[src/include/sddc_map.svh]
`ifndef SDDC_MAP_SVH
`define SDDC_MAP_SVH

// register indices, byte address is four times the index
`define SDDC_IDX_CTRL 6'h13
`define SDDC_IDX_DIV 6'h14
`define SDDC_IDX_OUT0 6'h15
`define SDDC_IDX_OUT1 6'h16
`define SDDC_IDX_OUT2 6'h17
`define SDDC_IDX_STAT 6'h1f

// reset values
`define SDDC_RST_DIV 16'h8082
`define SDDC_RST_OUT 16'h01fc
`define SDDC_RST_CTRL 16'h0004

// divider configuration fields
`define SDDC_INTERP_HI 15
`define SDDC_INTERP_LO 14
`define SDDC_RATIO_HI 13
`define SDDC_RATIO_LO 2
`define SDDC_PRE_HI 1
`define SDDC_PRE_LO 0
`define SDDC_RATIO_MIN 12'h002
`define SDDC_PRE_RSVD 2'h3

// per-output delay fields
`define SDDC_DLY_HI 8
`define SDDC_DLY_LO 2
`define SDDC_PH_HI 1
`define SDDC_PH_LO 0

// generation control fields
`define SDDC_BYP_BIT 6
`define SDDC_CNT_HI 5
`define SDDC_CNT_LO 2
`define SDDC_MODE_HI 1
`define SDDC_MODE_LO 0
`define SDDC_CTRL_MASK 16'h007f

`endif

[src/include/sddc_pkg.sv]
package sddc_pkg;

  typedef enum logic [1:0] {
    SDDC_MODE_CONT = 2'b00,
    SDDC_MODE_PULSER = 2'b01,
    SDDC_MODE_REPEAT = 2'b10,
    SDDC_MODE_RETIME = 2'b11
  } sddc_mode_t;

  typedef enum logic [1:0] {
    SDDC_GEN_IDLE = 2'b00,
    SDDC_GEN_CONT = 2'b01,
    SDDC_GEN_BURST = 2'b10,
    SDDC_GEN_REPEAT = 2'b11
  } sddc_gen_state_t;

  typedef struct packed {
    sddc_gen_state_t st;
    logic [1:0] pre_cnt;
    logic [11:0] div_cnt;
    logic [3:0] left;
    logic lvl;
  } sddc_gen_reg_t;

  typedef struct packed {
    logic [15:0] ctrl;
    logic [15:0] div;
    logic [15:0] out0;
    logic [15:0] out1;
    logic [15:0] out2;
    logic ack;
    logic [31:0] dat;
    logic [2:0] ref_lvl;
    logic [5:0] phase_sel;
    logic [20:0] dly;
    logic [4:0] interp;
    logic err;
  } sddc_top_reg_t;

endpackage : sddc_pkg

[src/hdl/sddc_frame_gen.sv]
`timescale 1ns/10ps
`default_nettype none
`include "sddc_map.svh"

module sddc_frame_gen
  import sddc_pkg::*;
(
  input wire logic clk_in,
  input wire logic reset_n_in,
  input wire logic cfg_ok_in,
  input wire logic [1:0] predivide_in,
  input wire logic [11:0] main_ratio_in,
  input wire logic [1:0] mode_in,
  input wire logic [3:0] pulse_count_in,
  input wire logic request_in,
  output logic level_out,
  output logic busy_out
);

  sddc_gen_reg_t q;
  sddc_gen_reg_t d;

  // last pre-divider count for /1, /2, /4
  function automatic logic [1:0] pre_last(input logic [1:0] code);
    case (code)
      2'h0: pre_last = 2'h0;
      2'h1: pre_last = 2'h1;
      default: pre_last = 2'h3;
    endcase
  endfunction : pre_last

  logic tick;
  logic wrap;
  logic high;

  always_comb begin
    d = q;
    tick = (q.pre_cnt == pre_last(predivide_in));
    wrap = tick && (q.div_cnt >= main_ratio_in - 12'h001);
    high = (q.div_cnt < (main_ratio_in >> 1));
    if (!cfg_ok_in) begin
      d.st = SDDC_GEN_IDLE;
      d.pre_cnt = 2'h0;
      d.div_cnt = 12'h000;
      d.left = 4'h0;
      d.lvl = 1'b0;
    end else begin
      // output rate is clock over pre times ratio
      d.pre_cnt = tick ? 2'h0 : q.pre_cnt + 2'h1;
      if (tick) begin
        d.div_cnt = wrap ? 12'h000 : q.div_cnt + 12'h001;
      end
      case (q.st)
        SDDC_GEN_IDLE: begin
          d.lvl = 1'b0;
          if (mode_in == SDDC_MODE_CONT) begin
            d.st = SDDC_GEN_CONT;
          end else if (mode_in == SDDC_MODE_PULSER) begin
            if (request_in) begin
              d.st = SDDC_GEN_BURST;
              d.left = pulse_count_in;
              d.pre_cnt = 2'h0;
              d.div_cnt = 12'h000;
            end
          end else begin
            d.st = SDDC_GEN_REPEAT;
          end
        end
        SDDC_GEN_CONT: begin
          d.lvl = high;
          if (mode_in != SDDC_MODE_CONT) begin
            d.st = SDDC_GEN_IDLE;
          end
        end
        SDDC_GEN_BURST: begin
          d.lvl = high;
          if (wrap) begin
            d.left = q.left - 4'h1;
            if (q.left == 4'h1) begin
              d.st = SDDC_GEN_IDLE;
            end
          end
          if (mode_in != SDDC_MODE_PULSER) begin
            d.st = SDDC_GEN_IDLE;
          end
        end
        SDDC_GEN_REPEAT: begin
          if (mode_in == SDDC_MODE_RETIME) begin
            d.lvl = tick ? request_in : q.lvl;
          end else begin
            d.lvl = request_in;
          end
          if (mode_in == SDDC_MODE_CONT || mode_in == SDDC_MODE_PULSER) begin
            d.st = SDDC_GEN_IDLE;
          end
        end
        default: begin
          d.st = SDDC_GEN_IDLE;
        end
      endcase
    end
  end

  always_ff @(posedge clk_in or negedge reset_n_in) begin
    if (!reset_n_in) begin
      q <= '0;
    end else begin
      q <= d;
    end
  end

  assign level_out = q.lvl;
  assign busy_out = (q.st == SDDC_GEN_BURST);

endmodule : sddc_frame_gen

`default_nettype wire

[src/hdl/sddc_config.sv]
// Design decision made here: the Wishbone interface to the registers.
`timescale 1ns/10ps
`default_nettype none
`include "sddc_map.svh"

module sddc_config
  import sddc_pkg::*;
(
  input wire logic clk_in,
  input wire logic reset_n_in,
  input wire logic wb_cyc_in,
  input wire logic wb_stb_in,
  input wire logic wb_we_in,
  input wire logic [3:0] wb_sel_in,
  input wire logic [7:0] wb_adr_in,
  input wire logic [31:0] wb_dat_in,
  input wire logic frame_ref_request_in,
  output logic wb_ack_out,
  output logic [31:0] wb_dat_out,
  output logic frame_ref_output_0_out,
  output logic frame_ref_output_1_out,
  output logic frame_ref_output_2_out,
  output logic [6:0] out0_delay_step_out,
  output logic [6:0] out1_delay_step_out,
  output logic [6:0] out2_delay_step_out,
  output logic [1:0] out0_phase_select_out,
  output logic [1:0] out1_phase_select_out,
  output logic [1:0] out2_phase_select_out,
  output logic [4:0] interpolator_division_out,
  output logic config_error_out
);

  sddc_top_reg_t q;
  sddc_top_reg_t d;

  // phase code to {quadrature, inverted}
  function automatic logic [1:0] phase_sel(input logic [1:0] code,
                                           input logic swapped);
    case (code)
      2'h0: phase_sel = 2'b01;
      2'h1: phase_sel = 2'b11;
      2'h2: phase_sel = swapped ? 2'b10 : 2'b00;
      default: phase_sel = swapped ? 2'b00 : 2'b10;
    endcase
  endfunction : phase_sel

  // byte-lane merge of a 16-bit register
  function automatic logic [15:0] lane_write(input logic [15:0] old,
                                             input logic [31:0] wdat,
                                             input logic [3:0] sel);
    lane_write = old;
    if (sel[0]) begin
      lane_write[7:0] = wdat[7:0];
    end
    if (sel[1]) begin
      lane_write[15:8] = wdat[15:8];
    end
  endfunction : lane_write

  logic [1:0] predivide;
  logic [11:0] main_ratio;
  logic [1:0] interp_code;
  logic delay_bypass;
  logic [3:0] pulse_count;
  logic [1:0] gen_mode;
  logic rsvd_err;
  logic odd_err;
  logic cfg_ok;
  logic gen_level;
  logic gen_busy;
  logic req;
  logic [5:0] idx;
  logic [15:0] status;

  always_comb begin
    predivide = q.div[`SDDC_PRE_HI:`SDDC_PRE_LO];
    main_ratio = q.div[`SDDC_RATIO_HI:`SDDC_RATIO_LO];
    interp_code = q.div[`SDDC_INTERP_HI:`SDDC_INTERP_LO];
    delay_bypass = q.ctrl[`SDDC_BYP_BIT];
    pulse_count = q.ctrl[`SDDC_CNT_HI:`SDDC_CNT_LO];
    gen_mode = q.ctrl[`SDDC_MODE_HI:`SDDC_MODE_LO];
    // reserved predivide code 3, ratio codes 0 and 1, zero pulse count in pulser mode
    rsvd_err = (predivide == `SDDC_PRE_RSVD) ||
               (main_ratio < `SDDC_RATIO_MIN) ||
               ((gen_mode == SDDC_MODE_PULSER) && (pulse_count == 4'h0));
    // odd ratio only under delay bypass
    odd_err = main_ratio[0] && !delay_bypass;
    cfg_ok = !rsvd_err && !odd_err;
    status = {12'h000, gen_level, gen_busy, odd_err, rsvd_err};
  end

  sddc_frame_gen u_gen (
    .clk_in(clk_in),
    .reset_n_in(reset_n_in),
    .cfg_ok_in(cfg_ok),
    .predivide_in(predivide),
    .main_ratio_in(main_ratio),
    .mode_in(gen_mode),
    .pulse_count_in(pulse_count),
    .request_in(frame_ref_request_in),
    .level_out(gen_level),
    .busy_out(gen_busy)
  );

  always_comb begin
    d = q;
    req = wb_cyc_in && wb_stb_in && !q.ack;
    idx = wb_adr_in[7:2];
    d.ack = req;
    if (req) begin
      d.dat = 32'h0000_0000;
      case (idx)
        `SDDC_IDX_CTRL: d.dat[15:0] = q.ctrl;
        `SDDC_IDX_DIV: d.dat[15:0] = q.div;
        `SDDC_IDX_OUT0: d.dat[15:0] = q.out0;
        `SDDC_IDX_OUT1: d.dat[15:0] = q.out1;
        `SDDC_IDX_OUT2: d.dat[15:0] = q.out2;
        `SDDC_IDX_STAT: d.dat[15:0] = status;
        default: d.dat = 32'h0000_0000;
      endcase
      if (wb_we_in) begin
        case (idx)
          `SDDC_IDX_CTRL: begin
            d.ctrl = lane_write(q.ctrl, wb_dat_in, wb_sel_in) &
                     `SDDC_CTRL_MASK;
          end
          `SDDC_IDX_DIV: d.div = lane_write(q.div, wb_dat_in, wb_sel_in);
          `SDDC_IDX_OUT0: d.out0 = lane_write(q.out0, wb_dat_in, wb_sel_in);
          `SDDC_IDX_OUT1: d.out1 = lane_write(q.out1, wb_dat_in, wb_sel_in);
          `SDDC_IDX_OUT2: d.out2 = lane_write(q.out2, wb_dat_in, wb_sel_in);
          default: d.ctrl = q.ctrl;
        endcase
      end
    end
    case (interp_code)
      2'h0: d.interp = 5'd2;
      2'h1: d.interp = 5'd4;
      2'h2: d.interp = 5'd8;
      default: d.interp = 5'd16;
    endcase
    d.dly = {q.out2[`SDDC_DLY_HI:`SDDC_DLY_LO],
             q.out1[`SDDC_DLY_HI:`SDDC_DLY_LO],
             q.out0[`SDDC_DLY_HI:`SDDC_DLY_LO]};
    // outputs 1 and 2 phase map
    d.phase_sel = {phase_sel(q.out2[`SDDC_PH_HI:`SDDC_PH_LO], 1'b1),
                   phase_sel(q.out1[`SDDC_PH_HI:`SDDC_PH_LO], 1'b1),
                   phase_sel(q.out0[`SDDC_PH_HI:`SDDC_PH_LO], 1'b0)};
    // divided level drives all three outputs
    d.ref_lvl = {3{gen_level}};
    d.err = !cfg_ok;
  end

  always_ff @(posedge clk_in or negedge reset_n_in) begin
    if (!reset_n_in) begin
      q.div <= `SDDC_RST_DIV;
      q.ctrl <= `SDDC_RST_CTRL;
      q.out0 <= `SDDC_RST_OUT;
      q.out1 <= `SDDC_RST_OUT;
      q.out2 <= `SDDC_RST_OUT;
      q.ack <= 1'b0;
      q.dat <= 32'h0000_0000;
      q.ref_lvl <= 3'h0;
      q.phase_sel <= 6'h15;
      q.dly <= 21'h1fffff;
      q.interp <= 5'h08;
      q.err <= 1'b0;
    end else begin
      q <= d;
    end
  end

  always_comb begin
    wb_ack_out = q.ack;
    wb_dat_out = q.dat;
    frame_ref_output_0_out = q.ref_lvl[0];
    frame_ref_output_1_out = q.ref_lvl[1];
    frame_ref_output_2_out = q.ref_lvl[2];
    out0_delay_step_out = q.dly[6:0];
    out1_delay_step_out = q.dly[13:7];
    out2_delay_step_out = q.dly[20:14];
    out0_phase_select_out = q.phase_sel[1:0];
    out1_phase_select_out = q.phase_sel[3:2];
    out2_phase_select_out = q.phase_sel[5:4];
    interpolator_division_out = q.interp;
    config_error_out = q.err;
  end

endmodule : sddc_config

`default_nettype wire

[config.mk]
export PLATFORM = sky130hd
export DESIGN_NAME = sddc_config
export DESIGN_NICKNAME = d
export VERILOG_FILES = /design/src/include/sddc_pkg.sv /design/src/hdl/sddc_frame_gen.sv /design/src/hdl/sddc_config.sv
export VERILOG_INCLUDE_DIRS = /design/src /design/src/include
export SDC_FILE = /design/constraint.sdc
export NUM_CORES = 1
export LEC_CHECK = 0
export BUFFER_PORTS_ARGS = -buffer_cell sky130_fd_sc_hd__clkbuf_2
export CAP_MARGIN = 25
export CORE_UTILIZATION = 55
export CTS_BUF_LIST = sky130_fd_sc_hd__clkbuf_16
export CTS_CLUSTER_SIZE = 24
export DETAILED_ROUTE_END_ITERATION = 10
export PLACE_DENSITY = 0.82
export SYNTH_ARGS = -nofsm -noshare
export SYNTH_HDL_FRONTEND = slang
export SYNTH_SLANG_ARGS = --single-unit
[constraint.sdc]
create_clock -name clk_in -period 3.3 [get_ports clk_in]
set_input_delay 0.33 -clock clk_in [delete_from_list [all_inputs] [get_ports clk_in]]
set_output_delay 0.33 -clock clk_in [all_outputs]
set_load 0.05 [all_outputs]
==> results.md <==
- Detailed Place HPWL: 11.25 mm
- Die width: 117.6 um
- Max-Cap Viols: 0
- Delay-heaviest family, CP: simple AND/OR/NAND/NOR gates
- Leak: 3.870 nW
- Slowest cell on crit path: dfrtp_1
- Fraction of layout cells with a size suffix above 1: 36.54%
- Min Tclk post-route: 3.176 ns
- Hold slack: -0.02301 ns
- Fin Clk Skew: 0.008719 ns
- Total core area: 0.01282 mm2
- Non-filler cells, final: 878
- Largest net degree at the start of global routing: 95
- Crit Path Category: reg -> reg
- Diodes inserted: 0
- Vias/cell: 5.890
- Post-placement cell count: 846
- Sequential area share after synthesis: 49.20%
- GPL Wtd Cong: 0.8894
- Status: complete, but fails checks
- Routed wire length: 16.66 mm
- Clock transition at the registers of the reported paths: 0.06 ns
- Initial Utilization: 57.31%
- Syn avg cell area: 11.22 um2
- Setup Viol. Count Final: 0
- Global-route wire length before repair: 27.30 mm
- Slew @ Worst Pin: 0.8611 ns
- Worst EP required: 3.60 ns
- EDFF count, synth: 0
- Top-Level Pins: 119
- Synth cell types: 62
- Slew HR: 42.59%
- Min-delay worst type: in -> async
- Startpoint Class: flip-flop
- CTS root buf: clkbuf_16
- Routed via count: 5171
- FF+latch count, synth: 142
- Vias in the first global route: 5269
- Global-route usage over all layers: 25.30%
- Rows: 41
- Post-CTS Setup Inserts: 0
- Port-buffer cells: 81
- DP Worst Slack: 0.008068 ns
- Worst Reg-to-Reg Cells: 11
- Die height: 117.6 um
- Peak supply drop: 0.0003613 V
- Crit path max fanout: 8
- Final Hold Violating Endpoints: 4
- Maximum clock rate: 314.9 MHz
- Antenna violations before repair: 0
- Worst path cell trace: nor3_1, nand2_1, nor4_4, nand3_1, xnor2_1, ha_1, and4_1, a221oi_1, o22a_2, a21oi_2, mux2_2
- Violated checks: negative hold slack
- Worst-Skew Late Latency: 0.42 ns
- Residual DRC: 0
- Fin worst setup slack: 0.1242 ns
- TritonCTS clock tree: done
- Syn. warnings: 0
- Final Power: 4.313 mW
- DR pass1 iterations: 5
- Crit end category: flip-flop
- Mapped Cells: 655
- Synth Cell Area: 0.007350 mm2
- Layout area overhead: 10.95%
- Sink Count: 142
- Fin. max-slew vios: 0
- WL per Instance: 18.97 um
- R2r endpoint: u_gen.q[4]
- CP max stage delay: 0.44 ns
- H-tree levels: 4
- Worst EP arrival: 3.48 ns
- Clk buf depth: 2
- FF-to-FF Start: main_ratio[2]
- Num CTS Buffers: 17
- P per Cell Area: 528.9 mW/mm2
- Final ANT Viol Nets: 0
- Final net count: 778
- GRT overflow: 0
- Top_reg_cell synth: dfrtp_1
- Final period util: 96.24%
- Reg2reg setup slack: 0.12 ns
- Bufs and invs on worst path: 0
- Total Die Area: 0.01383 mm2
- Ys async rst share: 100.0%
- DR iter-0 viols: 416
-- how the worst max path moves through the flow --
stage                             start         end  cells after the start
after global routing      main_ratio[2]  u_gen.q[4]                     11
after global placement    main_ratio[2]  u_gen.q[6]                     11
after floorplan           main_ratio[2]  u_gen.q[4]                     11
after detailed placement  main_ratio[2]  u_gen.q[6]                     11
after CTS                 main_ratio[2]  u_gen.q[6]                     11
final                     main_ratio[2]  u_gen.q[4]                     11
-- Yosys cell counts, types with 2 or more instances --
| cell | instances | area, um2 |
|---|---|---|
| a21boi_0 | 4 | 30.03 |
| a21o_1 | 2 | 15.01 |
| a21oi_1 | 13 | 65.06 |
| a221oi_1 | 3 | 26.28 |
| a222oi_1 | 12 | 120.1 |
| a22o_1 | 6 | 52.55 |
| a22oi_1 | 9 | 67.56 |
| a31oi_1 | 4 | 25.02 |
| and2_1 | 4 | 25.02 |
| and3_1 | 8 | 50.05 |
| buf_2 | 5 | 25.02 |
| buf_4 | 66 | 495.5 |
| clkbuf_1 | 11 | 41.29 |
| dfrtp_1 | 92 | 2302 |
| dfstp_2 | 50 | 1314 |
| ha_1 | 35 | 437.9 |
| inv_1 | 29 | 108.9 |
| mux2_2 | 72 | 810.8 |
| mux2i_1 | 3 | 30.03 |
| nand2_1 | 62 | 232.7 |
| nand2b_1 | 3 | 18.77 |
| nand3_1 | 12 | 60.06 |
| nand4_1 | 7 | 43.79 |
| nor2_1 | 31 | 116.4 |
| nor2b_1 | 4 | 25.02 |
| nor3_1 | 9 | 45.04 |
| nor3b_1 | 3 | 22.52 |
| nor4_1 | 5 | 31.28 |
| nor4_4 | 2 | 42.54 |
| o21ai_0 | 32 | 160.2 |
| or2_2 | 3 | 18.77 |
| or3_1 | 2 | 12.51 |
| xnor2_1 | 18 | 157.7 |
| xor2_1 | 6 | 52.55 |
-- area by class of cell --
type / instances / area, um2
Inverter: 30 / 117.6
Timing Repair Buffer: 87 / 469.2
Clock buffer: 17 / 425.4
Fill cell: 922 / 4671
Sequential cell: 142 / 3616
Multi-Input combinational cell: 415 / 3115
Tap cell: 172 / 215.2
Clock inverter: 15 / 195.2
-- flip-flops by register name (all words and copies together) (netlist names) --
signal                     flops
frame_ref_output_0_out         1
wb_ack_out                     1
q                             27
interpolator_division_out      4
delay_bypass                   1
gen_mode                       2
out2_phase_select_out          2
main_ratio                    12
u_gen.level_out                1
out1_delay_step_out            7
config_error_out               1
out0_phase_select_out          2
out0_delay_step_out            7
interp_code                    2
predivide                      2
d                             21
out2_delay_step_out            7
out1_phase_select_out          2
wb_dat_out                    16
pulse_count                    4
u_gen.q                       20
-- through the flow --
stage | cell area (um2) | utilization, % | setup TNS [ns]
finish | 8154 | 63.58 | 0
global route | 8154 | 63.58 | -0.007865
CTS | 8143 | 63.49 | 0
detailed placement | 7516 | 58.60 | 0
global placement | 7516 | 58.60 | 0
floorplan | 7410 | - | 0
-- timing repair --
| action | in CTS | in global routing |
|---|---|---|
| endpoints found under the setup margin | 2 | 13 |
| gates resized for setup | 1 | 2 |
| hold buffers | 0 | 0 |
-- cells by family (layout without fill, tap and decap cells) --
| logic type | Yosys count | in the layout | share of synthesized area, % |
|---|---|---|---|
| XOR/XNOR | 24 | 24 | 2.860 |
| adder cells (fa/ha/maj) | 35 | 35 | 5.958 |
| other | 1 | 17 | 0.05102 |
| multiplexers | 76 | 76 | 11.59 |
| buffers and inverters | 114 | 149 | 9.465 |
| AO/OA/AOI/OAI | 99 | 99 | 9.687 |
| flip-flops | 142 | 142 | 49.20 |
| AND/OR/NAND/NOR | 164 | 164 | 11.18 |
-- placed cells by master, fill, tap and decap left out, drive strengths merged, types with 4 or more instances in the layout --
cell type	synthesis	final
inv	30	32
clkbuf	12	97
and2	5	5
buf	72	7
xnor2	18	18
dfrtp	92	92
ha	35	35
nor2	31	31
nand2	62	62
nand2b	4	4
conb	1	17
o21ai	32	32
a21boi	4	4
nor3	10	10
xor2	6	6
nand3	12	12
a22oi	10	10
bufinv	0	4
a21oi	14	14
a222oi	12	12
nor4	7	7
clkinv	0	5
dfstp	50	50
a31oi	4	4
clkinvlp	0	4
and3	8	8
a22o	6	6
mux2	73	73
nand4	7	7
nor2b	5	5
-- metal layers --
metal	up-vias	global-route usage [%]	wire, um
li1	2308	-	-
met1	2585	32.27	6854
met2	238	41.42	8271
met3	40	5.766	1119
met4	0	10.82	409
met5	-	0	0
-- where the power goes --
part	total [mW]	switching, mW	leakage (nW)	internal [mW]
registers	1.84	0.0384	1.77	1.80
clock network	2.01	0.746	0.296	1.26
logic	0.469	0.333	1.80	0.135
total	4.31	1.12	3.87	3.20
Power figures use the tool's default switching activity.
